--- config.mk ---
export PLATFORM = sky130hd
export DESIGN_NAME = shd_spi_halfduplex
export DESIGN_NICKNAME = d
export VERILOG_FILES = /design/src/rtl/shd_spi_halfduplex.v
export VERILOG_INCLUDE_DIRS = /design/src /design/src/inc
export SDC_FILE = /design/constraint.sdc
export NUM_CORES = 1
export LEC_CHECK = 0
export BUFFER_PORTS_ARGS = -buffer_cell sky130_fd_sc_hd__buf_4
export CORE_ASPECT_RATIO = 1.75
export CORE_MARGIN = 2
export CORE_UTILIZATION = 30
export DETAILED_ROUTE_END_ITERATION = 10
export HOLD_SLACK_MARGIN = 0.02
export PLACE_DENSITY = 0.5
export SLEW_MARGIN = 0
export SYNTH_ARGS = -nofsm -noshare
export SYNTH_HDL_FRONTEND = slang
export SYNTH_SLANG_ARGS = --single-unit
--- constraint.sdc ---
create_clock -name sys_clk_i -period 9.65 [get_ports sys_clk_i]
set_input_delay 0.965 -clock sys_clk_i [delete_from_list [all_inputs] [get_ports sys_clk_i]]
set_output_delay 0.965 -clock sys_clk_i [all_outputs]
set_load 0.1 [all_outputs]
--- src/inc/shd_regs.vh ---
// Field positions, encodings and status layout of the half-duplex serial block
`ifndef SHD_REGS_VH
`define SHD_REGS_VH
`define SHD_CTRL_EN        31
`define SHD_CTRL_EXTCLK    8
`define SHD_CTRL_MODE_HI   25
`define SHD_CTRL_MODE_LO   24
`define SHD_MODE_SPI       2'h1
`define SHD_SPI_MASTER     31
`define SHD_SPI_SUB_HI     25
`define SHD_SPI_SUB_LO     24
`define SHD_SUB_HALF       2'h2
`define SHD_SPI_SEL_HI     27
`define SHD_SPI_SEL_LO     26
`define SHD_SPI_CLOCK_POLARITY 3
`define SHD_SPI_CLOCK_PHASE    2
`define SHD_TRX_WIDTH_HI   3
`define SHD_TRX_WIDTH_LO   0
`define SHD_TRX_MSB        8
`define SHD_TRX_EN         31
`define SHD_WIDTH_MIN      4'h3
`define SHD_Q_TRIG_HI      2
`define SHD_Q_TRIG_LO      0
`define SHD_Q_CLEAR        16
`define SHD_Q_FREEZE       17
`define SHD_QS_SRV         15
`define SHD_BS_BUSY        0
`define SHD_TXE_TRIG       0
`define SHD_TXE_NOTFULL    1
`define SHD_TXE_EMPTY      2
`define SHD_TXE_OVF        3
`define SHD_TXE_UDF        4
`define SHD_RXE_FULL       0
`define SHD_RXE_NOTEMPTY   1
`define SHD_RXE_OVF        2
`define SHD_RXE_UDF        3
`define SHD_RXE_TRIG       4
`define SHD_EV_DONE        0
`define SHD_EV_BUSERR      1
`define SHD_EV_WAKE        2
`define SHD_EV_STOP        3
`define SHD_EV_STOPWR      4
`define SHD_HALF_BIT       4
`endif

--- src/rtl/shd_spi_halfduplex.v ---
// Half-duplex serial block: queues, link engine, events and interrupts
`timescale 1ns/100ps
`default_nettype none
`include "shd_regs.vh"
// How it works
// - Master sends frame, then receives; never both
// - Send and receive widths set separately
// - One idle bit between send and receive
// - Back-to-back transfers have no idle bit
// - Mode 0: launch on fall, sample on rise
// - Top control mode 01 selects serial protocol
// - Protocol submode 10 selects half duplex
// - All control and status words 32 bits
// - Slave answers only select line zero
// - Protocol control: role, variant, polarity, phase
// - Top control: enable, interface type, clocking
// - Bus status shows transfer in progress
// - Push strobe writes frame into send queue
// - Pop returns oldest frame and removes it
// - Peek shows oldest frame, no removal
// - Queue status: count, pointers, shift valid
// - Send interrupt is OR of enabled sources
// - Receive interrupt is OR of enabled sources
// - Flag master done and unexpected deselect
// - Send events: trigger, not full, empty, over/underflow
// - Receive events: full, not empty, over/underflow
// - External clocking: wake and stop events
// - Frame length is width field plus one; fields below 3 count as 3
// - Trigger compares count against 3-bit level
// - Clear empties queue; freeze stops hardware access
// - Settings apply on enable; enable reinitialises
module shd_spi_halfduplex #(
  parameter FIFO_AW  = 3,
  parameter HALF_BIT = `SHD_HALF_BIT
) (
  input  wire        sys_clk_i,
  input  wire        rst_i,
  input  wire [31:0] block_control_i,
  input  wire [31:0] serial_protocol_control_i,
  input  wire [31:0] transmit_control_i,
  input  wire [31:0] receive_control_i,
  input  wire [31:0] transmit_queue_control_i,
  input  wire [31:0] receive_queue_control_i,
  input  wire        tx_push_i,
  input  wire [15:0] tx_push_data_i,
  input  wire        rx_pop_i,
  input  wire [4:0]  tx_intr_mask_i,
  input  wire [4:0]  rx_intr_mask_i,
  input  wire [4:0]  tx_intr_clear_i,
  input  wire [4:0]  rx_intr_clear_i,
  input  wire [4:0]  spi_event_clear_i,
  input  wire        sclk_i,
  input  wire        mosi_i,
  input  wire        miso_i,
  input  wire        ss_n_i,
  output reg         sclk_o,
  output reg         sclk_oe_o,
  output reg         mosi_o,
  output reg         mosi_oe_o,
  output reg         miso_o,
  output reg         miso_oe_o,
  output reg  [3:0]  ss_n_o,
  output reg  [31:0] serial_bus_status_o,
  output reg  [31:0] transmit_queue_status_o,
  output reg  [31:0] receive_queue_status_o,
  output reg  [15:0] receive_queue_pop_o,
  output reg  [15:0] receive_queue_peek_o,
  output reg  [4:0]  tx_events_o,
  output reg  [4:0]  rx_events_o,
  output reg  [4:0]  spi_events_o,
  output reg         irq_tx_o,
  output reg         irq_rx_o
);
  localparam DEPTH_N = 1 << FIFO_AW;
  localparam [FIFO_AW:0] DEPTH = DEPTH_N[FIFO_AW:0];
  localparam [1:0] ST_IDLE = 2'h0;
  localparam [1:0] ST_TX   = 2'h1;
  localparam [1:0] ST_GAP  = 2'h2;
  localparam [1:0] ST_RX   = 2'h3;
  localparam [7:0] HB_LAST = HALF_BIT[7:0] - 8'h1;

  function [3:0] shd_bit_idx;
    input       msb;
    input [3:0] w;
    input [3:0] n;
    begin
      shd_bit_idx = msb ? n : w - n;
    end
  endfunction

  function [31:0] shd_qstat;
    input [FIFO_AW:0]   cnt;
    input [FIFO_AW-1:0] rd;
    input [FIFO_AW-1:0] wr;
    input               srv;
    begin
      shd_qstat = 32'h0;
      shd_qstat[FIFO_AW:0] = cnt;
      shd_qstat[`SHD_QS_SRV] = srv;
      shd_qstat[16 +: FIFO_AW] = rd;
      shd_qstat[24 +: FIFO_AW] = wr;
    end
  endfunction

  // Latched only while disabled; a live change never hits a transfer
  reg [31:0] spi_cfg_r;
  reg [31:0] txc_cfg_r;
  reg [31:0] rxc_cfg_r;
  reg        ext_cfg_r;
  always @(posedge sys_clk_i or posedge rst_i) begin
    if (rst_i) begin
      spi_cfg_r <= 32'h0;
      txc_cfg_r <= 32'h0;
      rxc_cfg_r <= 32'h0;
      ext_cfg_r <= 1'b0;
    end else if (!block_control_i[`SHD_CTRL_EN]) begin
      spi_cfg_r <= serial_protocol_control_i;
      txc_cfg_r <= transmit_control_i;
      rxc_cfg_r <= receive_control_i;
      ext_cfg_r <= block_control_i[`SHD_CTRL_EXTCLK];
    end
  end

  wire run_w = block_control_i[`SHD_CTRL_EN] &&
    block_control_i[`SHD_CTRL_MODE_HI:`SHD_CTRL_MODE_LO] == `SHD_MODE_SPI &&
    spi_cfg_r[`SHD_SPI_SUB_HI:`SHD_SPI_SUB_LO] == `SHD_SUB_HALF;
  // Half duplex ignores polarity and phase: always mode 0
  wire       mst_w  = spi_cfg_r[`SHD_SPI_MASTER];
  wire [1:0] sel_w  = spi_cfg_r[`SHD_SPI_SEL_HI:`SHD_SPI_SEL_LO];
  wire [3:0] txw_f  = txc_cfg_r[`SHD_TRX_WIDTH_HI:`SHD_TRX_WIDTH_LO];
  wire [3:0] rxw_f  = rxc_cfg_r[`SHD_TRX_WIDTH_HI:`SHD_TRX_WIDTH_LO];
  wire [3:0] txw_w  = (txw_f < `SHD_WIDTH_MIN) ? `SHD_WIDTH_MIN : txw_f;
  wire [3:0] rxw_w  = (rxw_f < `SHD_WIDTH_MIN) ? `SHD_WIDTH_MIN : rxw_f;
  wire       tmsb_w = txc_cfg_r[`SHD_TRX_MSB];
  wire       rmsb_w = rxc_cfg_r[`SHD_TRX_MSB];
  wire       tx_en_w = txc_cfg_r[`SHD_TRX_EN];
  wire       rx_en_w = rxc_cfg_r[`SHD_TRX_EN];
  wire       tx_clr_w = transmit_queue_control_i[`SHD_Q_CLEAR] || !run_w;
  wire       rx_clr_w = receive_queue_control_i[`SHD_Q_CLEAR] || !run_w;
  wire       tx_frz_w = transmit_queue_control_i[`SHD_Q_FREEZE];
  wire       rx_frz_w = receive_queue_control_i[`SHD_Q_FREEZE];
  wire [2:0] tx_trg_w =
    transmit_queue_control_i[`SHD_Q_TRIG_HI:`SHD_Q_TRIG_LO];
  wire [2:0] rx_trg_w =
    receive_queue_control_i[`SHD_Q_TRIG_HI:`SHD_Q_TRIG_LO];

  // Pin synchronisers; third stage only feeds the edge detectors
  reg [3:0] pin_s1_r;
  reg [3:0] pin_s2_r;
  reg [3:0] pin_s3_r;
  always @(posedge sys_clk_i or posedge rst_i) begin
    if (rst_i) begin
      pin_s1_r <= 4'h1;
      pin_s2_r <= 4'h1;
      pin_s3_r <= 4'h1;
    end else begin
      pin_s1_r <= {sclk_i, mosi_i, miso_i, ss_n_i};
      pin_s2_r <= pin_s1_r;
      pin_s3_r <= pin_s2_r;
    end
  end
  wire sck_rise_w = pin_s2_r[3] && !pin_s3_r[3];
  wire sck_fall_w = !pin_s2_r[3] && pin_s3_r[3];
  wire mosi_s_w   = pin_s2_r[2];
  wire miso_s_w   = pin_s2_r[1];
  wire ss_s_w     = pin_s2_r[0];

  // Send queue
  reg [15:0]        tx_mem [0:DEPTH_N-1];
  reg [FIFO_AW-1:0] tx_wr_r;
  reg [FIFO_AW-1:0] tx_rd_r;
  reg [FIFO_AW:0]   tx_cnt_r;
  reg               tx_pop_r;
  wire tx_full_w  = tx_cnt_r == DEPTH;
  wire tx_empty_w = tx_cnt_r == {(FIFO_AW+1){1'b0}};
  wire tx_push_w  = tx_push_i && !tx_full_w && run_w;
  wire tx_hpop_w  = tx_pop_r && !tx_frz_w && !tx_empty_w;
  wire [15:0] tx_head_w = tx_mem[tx_rd_r];
  always @(posedge sys_clk_i) begin
    if (tx_push_w)
      tx_mem[tx_wr_r] <= tx_push_data_i;
  end
  always @(posedge sys_clk_i or posedge rst_i) begin
    if (rst_i) begin
      tx_wr_r  <= {FIFO_AW{1'b0}};
      tx_rd_r  <= {FIFO_AW{1'b0}};
      tx_cnt_r <= {(FIFO_AW+1){1'b0}};
    end else if (tx_clr_w) begin
      tx_wr_r  <= {FIFO_AW{1'b0}};
      tx_rd_r  <= {FIFO_AW{1'b0}};
      tx_cnt_r <= {(FIFO_AW+1){1'b0}};
    end else begin
      if (tx_push_w)
        tx_wr_r <= tx_wr_r + 1'b1;
      if (tx_hpop_w)
        tx_rd_r <= tx_rd_r + 1'b1;
      if (tx_push_w && !tx_hpop_w)
        tx_cnt_r <= tx_cnt_r + 1'b1;
      else if (!tx_push_w && tx_hpop_w)
        tx_cnt_r <= tx_cnt_r - 1'b1;
    end
  end

  // Receive queue
  reg [15:0]        rx_mem [0:DEPTH_N-1];
  reg [FIFO_AW-1:0] rx_wr_r;
  reg [FIFO_AW-1:0] rx_rd_r;
  reg [FIFO_AW:0]   rx_cnt_r;
  reg [15:0]        rb_d0_r;
  reg [15:0]        rb_d1_r;
  reg [1:0]         rb_cnt_r;
  wire rx_full_w  = rx_cnt_r == DEPTH;
  wire rx_empty_w = rx_cnt_r == {(FIFO_AW+1){1'b0}};
  wire rx_spop_w  = rx_pop_i && !rx_empty_w && run_w;
  // Two-entry buffer drains into the queue; a full queue stalls it
  wire rb_take_w  = rb_cnt_r != 2'h0 && !rx_full_w && !rx_frz_w;
  always @(posedge sys_clk_i) begin
    if (rb_take_w && !rx_clr_w)
      rx_mem[rx_wr_r] <= rb_d0_r;
  end
  always @(posedge sys_clk_i or posedge rst_i) begin
    if (rst_i) begin
      rx_wr_r  <= {FIFO_AW{1'b0}};
      rx_rd_r  <= {FIFO_AW{1'b0}};
      rx_cnt_r <= {(FIFO_AW+1){1'b0}};
      receive_queue_pop_o  <= 16'h0;
      receive_queue_peek_o <= 16'h0;
    end else if (rx_clr_w) begin
      rx_wr_r  <= {FIFO_AW{1'b0}};
      rx_rd_r  <= {FIFO_AW{1'b0}};
      rx_cnt_r <= {(FIFO_AW+1){1'b0}};
      receive_queue_peek_o <= 16'h0;
    end else begin
      receive_queue_peek_o <= rx_mem[rx_rd_r];
      if (rx_spop_w) begin
        receive_queue_pop_o <= rx_mem[rx_rd_r];
        rx_rd_r <= rx_rd_r + 1'b1;
      end
      if (rb_take_w)
        rx_wr_r <= rx_wr_r + 1'b1;
      if (rb_take_w && !rx_spop_w)
        rx_cnt_r <= rx_cnt_r + 1'b1;
      else if (!rb_take_w && rx_spop_w)
        rx_cnt_r <= rx_cnt_r - 1'b1;
    end
  end

  // Link engine
  reg [1:0]  st_r;
  reg [3:0]  bcnt_r;
  reg [15:0] tx_sr_r;
  reg [15:0] rx_sr_r;
  reg [7:0]  div_r;
  reg        gap_seen_r;
  reg        fresh_r;
  reg        rx_done_r;
  reg [4:0]  ev_pulse_r;
  reg        tx_udf_p_r;
  wire tick_w   = div_r == HB_LAST;
  wire can_go_w = !tx_empty_w && tx_en_w && !tx_frz_w;
  wire [3:0] tbit_n_w = shd_bit_idx(tmsb_w, txw_w, bcnt_r - 1'b1);
  always @(posedge sys_clk_i or posedge rst_i) begin
    if (rst_i) begin
      st_r <= ST_IDLE;
      bcnt_r <= 4'h0;
      tx_sr_r <= 16'h0;
      rx_sr_r <= 16'h0;
      div_r <= 8'h0;
      gap_seen_r <= 1'b0;
      fresh_r <= 1'b0;
      rx_done_r <= 1'b0;
      ev_pulse_r <= 5'h0;
      tx_udf_p_r <= 1'b0;
      tx_pop_r <= 1'b0;
      sclk_o <= 1'b0;
      sclk_oe_o <= 1'b0;
      mosi_o <= 1'b0;
      mosi_oe_o <= 1'b0;
      miso_o <= 1'b0;
      miso_oe_o <= 1'b0;
      ss_n_o <= 4'hf;
    end else if (!run_w || tx_clr_w && rx_clr_w) begin
      st_r <= ST_IDLE;
      tx_sr_r <= 16'h0;
      rx_sr_r <= 16'h0;
      div_r <= 8'h0;
      rx_done_r <= 1'b0;
      ev_pulse_r <= 5'h0;
      tx_udf_p_r <= 1'b0;
      tx_pop_r <= 1'b0;
      sclk_o <= 1'b0;
      sclk_oe_o <= run_w && mst_w;
      mosi_o <= 1'b0;
      mosi_oe_o <= run_w && mst_w;
      miso_oe_o <= 1'b0;
      ss_n_o <= 4'hf;
    end else if (mst_w) begin
      rx_done_r <= 1'b0;
      ev_pulse_r <= 5'h0;
      tx_pop_r <= 1'b0;
      tx_udf_p_r <= 1'b0;
      sclk_oe_o <= 1'b1;
      mosi_oe_o <= 1'b1;
      miso_oe_o <= 1'b0;
      div_r <= (st_r == ST_IDLE || tick_w) ? 8'h0 : div_r + 8'h1;
      case (st_r)
        ST_IDLE: begin
          sclk_o <= 1'b0;
          if (can_go_w) begin
            tx_sr_r <= tx_head_w;
            tx_pop_r <= 1'b1;
            bcnt_r <= txw_w;
            mosi_o <= tx_head_w[shd_bit_idx(tmsb_w, txw_w, txw_w)];
            ss_n_o <= ~(4'h1 << sel_w);
            st_r <= ST_TX;
          end
        end
        default: begin
          if (tick_w && !sclk_o) begin
            sclk_o <= 1'b1;
            if (st_r == ST_RX)
              rx_sr_r[shd_bit_idx(rmsb_w, rxw_w, bcnt_r)] <= miso_s_w;
          end else if (tick_w) begin
            sclk_o <= 1'b0;
            case (st_r)
              ST_TX: begin
                if (bcnt_r == 4'h0) begin
                  mosi_o <= 1'b0;
                  st_r <= ST_GAP;
                end else begin
                  bcnt_r <= bcnt_r - 4'h1;
                  mosi_o <= tx_sr_r[tbit_n_w];
                end
              end
              ST_GAP: begin
                bcnt_r <= rxw_w;
                rx_sr_r <= 16'h0;
                st_r <= ST_RX;
              end
              default: begin
                if (bcnt_r == 4'h0) begin
                  rx_done_r <= rx_en_w;
                  ev_pulse_r[`SHD_EV_DONE] <= 1'b1;
                  if (can_go_w) begin
                    tx_sr_r <= tx_head_w;
                    tx_pop_r <= 1'b1;
                    bcnt_r <= txw_w;
                    mosi_o <= tx_head_w[shd_bit_idx(tmsb_w, txw_w, txw_w)];
                    st_r <= ST_TX;
                  end else begin
                    ss_n_o <= 4'hf;
                    st_r <= ST_IDLE;
                  end
                end else begin
                  bcnt_r <= bcnt_r - 4'h1;
                end
              end
            endcase
          end
        end
      endcase
    end else begin
      // Slave: receive first, then answer after the idle bit
      rx_done_r <= 1'b0;
      ev_pulse_r <= 5'h0;
      tx_pop_r <= 1'b0;
      tx_udf_p_r <= 1'b0;
      sclk_oe_o <= 1'b0;
      mosi_oe_o <= 1'b0;
      ss_n_o <= 4'hf;
      if (st_r == ST_IDLE) begin
        if (!ss_s_w) begin
          ev_pulse_r[`SHD_EV_WAKE] <= ext_cfg_r;
          bcnt_r <= rxw_w;
          rx_sr_r <= 16'h0;
          fresh_r <= 1'b1;
          st_r <= ST_RX;
        end
      end else if (ss_s_w) begin
        // Deselect between frames is a clean stop
        ev_pulse_r[`SHD_EV_BUSERR] <= !fresh_r;
        miso_oe_o <= 1'b0;
        st_r <= ST_IDLE;
      end else begin
        case (st_r)
          ST_RX: begin
            if (sck_rise_w) begin
              rx_sr_r[shd_bit_idx(rmsb_w, rxw_w, bcnt_r)] <= mosi_s_w;
              fresh_r <= 1'b0;
              if (bcnt_r == 4'h0) begin
                rx_done_r <= rx_en_w;
                ev_pulse_r[`SHD_EV_STOPWR] <= ext_cfg_r;
                gap_seen_r <= 1'b0;
                st_r <= ST_GAP;
              end else begin
                bcnt_r <= bcnt_r - 4'h1;
              end
            end
          end
          ST_GAP: begin
            if (sck_rise_w)
              gap_seen_r <= 1'b1;
            else if (sck_fall_w && gap_seen_r) begin
              tx_sr_r <= can_go_w ? tx_head_w : 16'h0;
              tx_pop_r <= can_go_w;
              tx_udf_p_r <= !can_go_w;
              miso_o <= can_go_w &&
                tx_head_w[shd_bit_idx(tmsb_w, txw_w, txw_w)];
              miso_oe_o <= 1'b1;
              bcnt_r <= txw_w;
              st_r <= ST_TX;
            end
          end
          default: begin
            if (sck_fall_w) begin
              if (bcnt_r == 4'h0) begin
                miso_oe_o <= 1'b0;
                ev_pulse_r[`SHD_EV_STOP] <= ext_cfg_r;
                bcnt_r <= rxw_w;
                rx_sr_r <= 16'h0;
                fresh_r <= 1'b1;
                st_r <= ST_RX;
              end else begin
                bcnt_r <= bcnt_r - 4'h1;
                miso_o <= tx_sr_r[tbit_n_w];
              end
            end
          end
        endcase
      end
    end
  end

  // Two-entry receive buffer
  wire rb_put_w  = rx_done_r && (rb_cnt_r != 2'h2 || rb_take_w);
  wire rx_ovf_w  = rx_done_r && !rb_put_w;
  always @(posedge sys_clk_i or posedge rst_i) begin
    if (rst_i) begin
      rb_cnt_r <= 2'h0;
      rb_d0_r <= 16'h0;
      rb_d1_r <= 16'h0;
    end else if (rx_clr_w) begin
      rb_cnt_r <= 2'h0;
    end else begin
      if (rb_take_w)
        rb_d0_r <= rb_d1_r;
      if (rb_put_w) begin
        if (rb_cnt_r == 2'h0 || rb_cnt_r == 2'h1 && rb_take_w)
          rb_d0_r <= rx_sr_r;
        else
          rb_d1_r <= rx_sr_r;
      end
      rb_cnt_r <= rb_cnt_r + {1'b0, rb_put_w} - {1'b0, rb_take_w};
    end
  end

  // Events, status and interrupts; set wins over clear
  reg tx_ovf_r;
  reg tx_udf_r;
  reg rx_ovf_r;
  reg rx_udf_r;
  reg [4:0] spi_ev_r;
  wire [4:0] tx_live_w;
  wire [4:0] rx_live_w;
  assign tx_live_w = {tx_udf_r, tx_ovf_r, tx_empty_w, !tx_full_w,
    tx_cnt_r < {{(FIFO_AW-2){1'b0}}, tx_trg_w}};
  assign rx_live_w = {rx_cnt_r > {{(FIFO_AW-2){1'b0}}, rx_trg_w},
    rx_udf_r, rx_ovf_r, !rx_empty_w, rx_full_w};
  always @(posedge sys_clk_i or posedge rst_i) begin
    if (rst_i) begin
      tx_ovf_r <= 1'b0;
      tx_udf_r <= 1'b0;
      rx_ovf_r <= 1'b0;
      rx_udf_r <= 1'b0;
      spi_ev_r <= 5'h0;
      tx_events_o <= 5'h0;
      rx_events_o <= 5'h0;
      spi_events_o <= 5'h0;
      irq_tx_o <= 1'b0;
      irq_rx_o <= 1'b0;
      serial_bus_status_o <= 32'h0;
      transmit_queue_status_o <= 32'h0;
      receive_queue_status_o <= 32'h0;
    end else begin
      tx_ovf_r <= tx_push_i && tx_full_w ||
        tx_ovf_r && !tx_intr_clear_i[`SHD_TXE_OVF];
      tx_udf_r <= tx_udf_p_r || tx_pop_r && tx_empty_w ||
        tx_udf_r && !tx_intr_clear_i[`SHD_TXE_UDF];
      rx_ovf_r <= rx_ovf_w ||
        rx_ovf_r && !rx_intr_clear_i[`SHD_RXE_OVF];
      rx_udf_r <= rx_pop_i && rx_empty_w ||
        rx_udf_r && !rx_intr_clear_i[`SHD_RXE_UDF];
      spi_ev_r <= ev_pulse_r | (spi_ev_r & ~spi_event_clear_i);
      tx_events_o <= tx_live_w;
      rx_events_o <= rx_live_w;
      spi_events_o <= spi_ev_r;
      irq_tx_o <= |(tx_live_w & tx_intr_mask_i);
      irq_rx_o <= |(rx_live_w & rx_intr_mask_i);
      serial_bus_status_o <= {31'h0, st_r != ST_IDLE};
      transmit_queue_status_o <= shd_qstat(tx_cnt_r, tx_rd_r, tx_wr_r,
        st_r == ST_TX);
      receive_queue_status_o <= shd_qstat(rx_cnt_r, rx_rd_r, rx_wr_r,
        st_r == ST_RX && !fresh_r);
    end
  end
endmodule // shd_spi_halfduplex
`default_nettype wire

Yosys cells after proc, flatten, opt, wreduce, memory -nomap -nowiden:

Memories as Yosys holds them, arrays and structs flattened.
Cells that the tools add are included.

* register bits after elaboration: 309
* bits in writable memories: 256
* output and inout port bits: 155
* logic and storage cells: 454
* memories: 2

* add/sub/neg operators: 15
* order comparisons: 8
* eq/ne operators: 50
* shift operators: 1
* mux-type cells: 201
* bitwise logic cells: 13
* reduce and logical (&&, ||, !) cells: 116

Memories
* rx_mem: words 8, bits a word 16, rd ports 1, clocked after memory_dff 0, write ports 1, RTL line shd_spi_halfduplex.v:205 `reg [15:0] rx_mem [0:DEPTH_N-1];`
* tx_mem: words 8, bits a word 16, rd ports 1, clocked after memory_dff 0, write ports 1, RTL line shd_spi_halfduplex.v:169 `reg [15:0] tx_mem [0:DEPTH_N-1];`

Operator list (number)
* two-way mux 16 bit: 31
* two-way mux 4 bit: 35
* two-way mux 1 bit: 88
* two-way mux 2 bit: 19
* logical AND 1 bit: 36
* bitwise mux 16 bit: 2
* != test 4 bit, second input constant: 8
* case mux 16 bit (2 select lines): 1
* nonzero test 5 bit: 5
* two-way mux 3 bit: 8
* two-way mux 8 bit: 3
* logical NOT 1 bit: 22
* != test 3 bit, second input constant: 7
* nonzero test 3 bit: 7
* AND reduction 10 bit: 2
* != test 6 bit, second input constant: 3
* AND reduction 9 bit: 2
* nonzero test 2 bit: 9
* != test 4 x 1 -> 1 bit, second input constant: 4
* case mux 4 bit (2 select lines): 2
* AND reduction 8 bit: 2
* AND 5 bit: 3
* less-than comparator 4 x 5 -> 1 bit, second input constant: 3
* != test 5 bit, second input constant: 3
* 44 further kinds: 99

Depth between registers and ports, before layout:

* depth in word-level cells: 15
* depth in mapped cells: 13
* mapped depth without buffers: 12

Least setup slack after synthesis:

No wires, ideal clock.

* path kind: input-to-reg
* start: input block_control_i[31]
* end: memory rx_mem[1][0] (enable)
* library setup time: 409 ps
* arrival: 3764 ps
* data required time: 9241 ps
* slack: 5476 ps
* cell stages on the path: 9
* cells stage by stage: buf_2 > nand4b_1 > or2_2 > nor2_1 > and2_1 > clkbuf_1 > clkbuf_1 > nand2_1 > nor3_1

* longest elaborated chain between the ends: 8

RTL lines
* start: declaration: RTL line shd_spi_halfduplex.v:38 `input wire [31:0] block_control_i,`
* logical AND 1 bit (no source line) (2 in a row)
* logical NOT 1 bit: RTL line shd_spi_halfduplex.v:139 `` wire rx_clr_w = receive_queue_control_i[`SHD_Q_CLEAR] || !run_w; ``
* logical OR 1 bit: RTL line shd_spi_halfduplex.v:139
* logical NOT 1 bit: RTL line shd_spi_halfduplex.v:218 `if (rb_take_w && !rx_clr_w)`
* logical AND 1 bit: RTL line shd_spi_halfduplex.v:218
* two-way mux 1 bit: RTL line shd_spi_halfduplex.v:218
* two-way mux 1 bit (not written as such): RTL line shd_spi_halfduplex.v:219 `rx_mem[rx_wr_r] <= rb_d0_r;`
* end: declaration: RTL line shd_spi_halfduplex.v:205

Every way passes these cells.

Worst setup path in the final report:

* start: input block_control_i[31]
* end: memory rx_mem[3][4] (enable)

Same word-level chain as after synthesis.

==> flow_summary.ini <==
[outcome]
status = finished clean

[grt]
grt_total_usage = 0.139
globalRouteOverflowTotal = 0
antenna_found_initial = 1
vias_in_the_first_global_route = 12900
grt_max_degree = 97
grt_pass1_wl_um = 75900

[clock_tree]
clock_path_buffers = 3
postCtsSetupRepairBufs = 0
cts_tree = yes
htree_num_levels = 2
cts_inserted_buffers = 49
holdBufCountCts = 0
clock_sinks = 483
cts.clk_slew.worst_paths_ns = 0.06
later_pin_clock_latency_in_the_skew_report_ns = 0.60
postCtsResizedCells = 0
cts-root-buf = sky130_fd_sc_hd__clkbuf_16

[synth]
synthesis.area_um2 = 20700
netlist_top_cells_area = sky130_fd_sc_hd__edfxtp_1 (37%), sky130_fd_sc_hd__dfrtp_1 (27%), sky130_fd_sc_hd__mux4_2 (6.4%)
netlist-cell-type-count = 74
asyncSetResetFlopFracSynth = 0.470
post_synth_top_area_cell = sky130_fd_sc_hd__edfxtp_1
yosys_most_used_dff = sky130_fd_sc_hd__edfxtp_1
synth-edff-count = 256
ys_seq_area_frac = 0.647
ys_ff_latch = 483
post_synth.cell_area_avg_um2 = 14.2
synth.top_cell.area_share = 0.372
post_syn_instances = 1455
ys_warn_count = 0

[critical_path]
worst_setup_path_end_kind = flop
setup.worst_path.class = in2reg
worst-endpoint-arrival_ns = 4.33
timing.rr.end = rx_mem[3][4]
crit-reg2reg-launch = spi_cfg_r[24]
timing.critical_path.required_ns = 9.86
cp-start-kind = input pin
reg2regPathDepth = 6
worstPathMaxFanout = 19
ff2ff_setup_slack_ns = 5.85

[sta]
grt_setup_unrepaired = false
layout_min_cycle_time_ns = 4.12
timing.max_slew.rel_slack = 0.111
drv_slew = 0
hold_viol = 0
min_period_over_period = 0.427
fin_tns_setup_ns = 0
timing.fmax_ghz = 0.243
worstMarginPinSlew_ns = 1.32
worst_hold_slack_ns = 0.347
setup_viol_count_final = 0
final.setup_skew_ns = 0.0145

[detailed_routing]
detail_route.drc_violations = 0
drt-wirelength-per-cell_um = 19.3
via_count = 12100
postRouteAntennaNets = 0
routed_wl_um = 49400
first_iter_violations = 511
drt_pass1_iterations = 5
viasPerCell = 4.74

[final_layout]
fin_cells = 2560
multi_input_area_um2 = 6680
diodes = 0
area_growth_pct = 18.1
post-route-util = 0.357
fillCellCount = 6642
register_area_um2 = 13400
num-nets-final = 1889
final_layout_size_suffix_gt1_frac = 0.249

[job]
drv_cap = 0

[pwr]
post-layout-total-power_mw = 4.70
p_leak_nw = 9.87
irDropWorstVdd_mv = 0.176
power.density_nw_per_um2 = 192

[place]
gpl.final_weighted_congestion = 0.822
dp.final_hpwl_um = 34300
buffer_ports.inserted = 155
dp_cells = 2468

[floorplan]
die_area_um2 = 71100
core_area_um2 = 68300
die_width_um = 202
placement_rows = 127
floorplan.initialDensity = 0.302
die_height_um = 351
pin_count = 396

[hold_path]
timing.hold.worst.class = reg2reg
holdPathEnd = pin_s2_r[2]
min_from = pin_s1_r[2]
worstHoldPathCells = 0
cell families after synthesis:
logic type / after synthesis / synth area share
flops: 483 / 0.647
simple gates: 332 / 0.0740
compound gates: 243 / 0.0844
buf+inv: 180 / 0.0477
mux: 156 / 0.114
fa+ha+maj: 32 / 0.0208
xor+xnor: 28 / 0.0119
other cells: 1 / 0.000182
metal layers:
metal  GRT usage  up-vias  wire, µm
li1            -     5639         -
met1       0.149     6130     18300
met2       0.274      288     27800
met3      0.0246       78      2090
met4      0.0425        0      1160
met5           0        -         0
per-stage QoR:
step,area [µm²],setup WS [ns]
6_report,24400,5.53
5_1_grt,24400,5.28
4_1_cts,24400,5.36
3_5_place_dp,22700,4.72
3_3_place_gp,22700,4.75
2_1_floorplan,20900,2.48
critical path, cell delays in order:
cell	delay [ns]
sky130_fd_sc_hd__buf_4	0.31
sky130_fd_sc_hd__nand4b_1	0.33
sky130_fd_sc_hd__or2_2	0.43
sky130_fd_sc_hd__nor2_1	0.37
sky130_fd_sc_hd__and2_1	0.64
sky130_fd_sc_hd__nand2_1	0.31
sky130_fd_sc_hd__nor2_2	0.94
power by group:
group	total (mW)	leakage (nW)	internal (mW)	switching, mW
logic	0.489	3.34	0.129	0.360
clock network	1.99	0.830	1.16	0.830
registers	2.21	5.70	2.18	0.0290
worst max path at each step:
| stage | depth (start not counted) | start | slack, ns | end |
|---|---|---|---|---|
| 6_report | 7 | block_control_i[31] | 5.53 | rx_mem[3][4] |
| 5_1_grt | 7 | block_control_i[31] | 5.28 | rx_mem[3][11] |
| 4_1_cts | 7 | block_control_i[31] | 5.36 | rx_mem[3][4] |
| 3_5_place_dp | 7 | block_control_i[31] | 4.72 | rx_mem[3][5] |
| 3_3_place_gp | 7 | block_control_i[31] | 4.75 | rx_mem[3][6] |
| 2_1_floorplan | 1 | rst_i | 2.48 | bcnt_r[0] |
cell type report:
class                      count  share of cell area
clock buffer                  61              0.0538
clock inverter                31              0.0159
inverter                      36             0.00585
multi-input combinational    864               0.274
sequential                   483               0.548
tap                          903              0.0463
timing repair buffer         182              0.0560
registers in the layout (all words and copies together), names as in the netlist, 11 cells and up:
| register | flops |
|---|---|
| rx_mem | 128 |
| rx_sr_r | 16 |
| tx_mem | 128 |
| receive_queue_pop_o | 16 |
| receive_queue_peek_o | 16 |
| tx_sr_r | 16 |
| transmit_queue_status_o | 11 |
| receive_queue_status_o | 11 |
| rb_d1_r | 16 |
| rb_d0_r | 16 |
placed cells by master, fill, tap and decap left out, types with 10 or more instances in the layout:
cell / Yosys / layout
sky130_fd_sc_hd__nand2_1: 109 / 109
sky130_fd_sc_hd__a31oi_1: 10 / 10
sky130_fd_sc_hd__a21o_1: 12 / 12
sky130_fd_sc_hd__nor3_1: 25 / 19
sky130_fd_sc_hd__ha_1: 28 / 28
sky130_fd_sc_hd__mux2_2: 37 / 37
sky130_fd_sc_hd__a22oi_1: 11 / 11
sky130_fd_sc_hd__o31ai_1: 26 / 26
sky130_fd_sc_hd__nand3_1: 26 / 26
sky130_fd_sc_hd__clkbuf_16: 0 / 49
sky130_fd_sc_hd__clkinv_2: 0 / 10
sky130_fd_sc_hd__mux2i_1: 60 / 60
sky130_fd_sc_hd__o311ai_0: 17 / 17
sky130_fd_sc_hd__a21oi_1: 40 / 39
sky130_fd_sc_hd__conb_1: 1 / 73
sky130_fd_sc_hd__o21ai_0: 50 / 50
sky130_fd_sc_hd__dfrtp_1: 221 / 219
sky130_fd_sc_hd__nand2b_1: 12 / 12
sky130_fd_sc_hd__nor2_1: 101 / 92
sky130_fd_sc_hd__xnor2_1: 12 / 12
sky130_fd_sc_hd__mux4_2: 59 / 59
sky130_fd_sc_hd__xor2_1: 16 / 16
sky130_fd_sc_hd__buf_4: 74 / 182
sky130_fd_sc_hd__o221a_2: 16 / 16
sky130_fd_sc_hd__edfxtp_1: 256 / 256
sky130_fd_sc_hd__inv_1: 34 / 33
synthesized netlist by cell type (7+ instances only):
cell type	count
sky130_fd_sc_hd__xnor2_1	12
sky130_fd_sc_hd__or2_2	7
sky130_fd_sc_hd__buf_4	74
sky130_fd_sc_hd__nor2b_1	7
sky130_fd_sc_hd__nor2_1	101
sky130_fd_sc_hd__xor2_1	16
sky130_fd_sc_hd__nor3_1	25
sky130_fd_sc_hd__buf_2	7
sky130_fd_sc_hd__a31oi_1	10
sky130_fd_sc_hd__edfxtp_1	256
sky130_fd_sc_hd__a21oi_1	40
sky130_fd_sc_hd__o31ai_1	26
sky130_fd_sc_hd__o311ai_0	17
sky130_fd_sc_hd__dfrtp_1	221
sky130_fd_sc_hd__clkbuf_1	50
sky130_fd_sc_hd__o21ai_0	50
sky130_fd_sc_hd__ha_1	28
sky130_fd_sc_hd__nand3_1	26
sky130_fd_sc_hd__nand2_1	109
sky130_fd_sc_hd__a22oi_1	11
sky130_fd_sc_hd__inv_1	34
sky130_fd_sc_hd__nand2b_1	12
sky130_fd_sc_hd__a21o_1	12
sky130_fd_sc_hd__mux2_2	37
sky130_fd_sc_hd__a211oi_1	7
sky130_fd_sc_hd__buf_1	10
sky130_fd_sc_hd__mux2i_1	60
sky130_fd_sc_hd__mux4_2	59
sky130_fd_sc_hd__o221a_2	16
No activity file was read; power rests on OpenSTA's default activity.
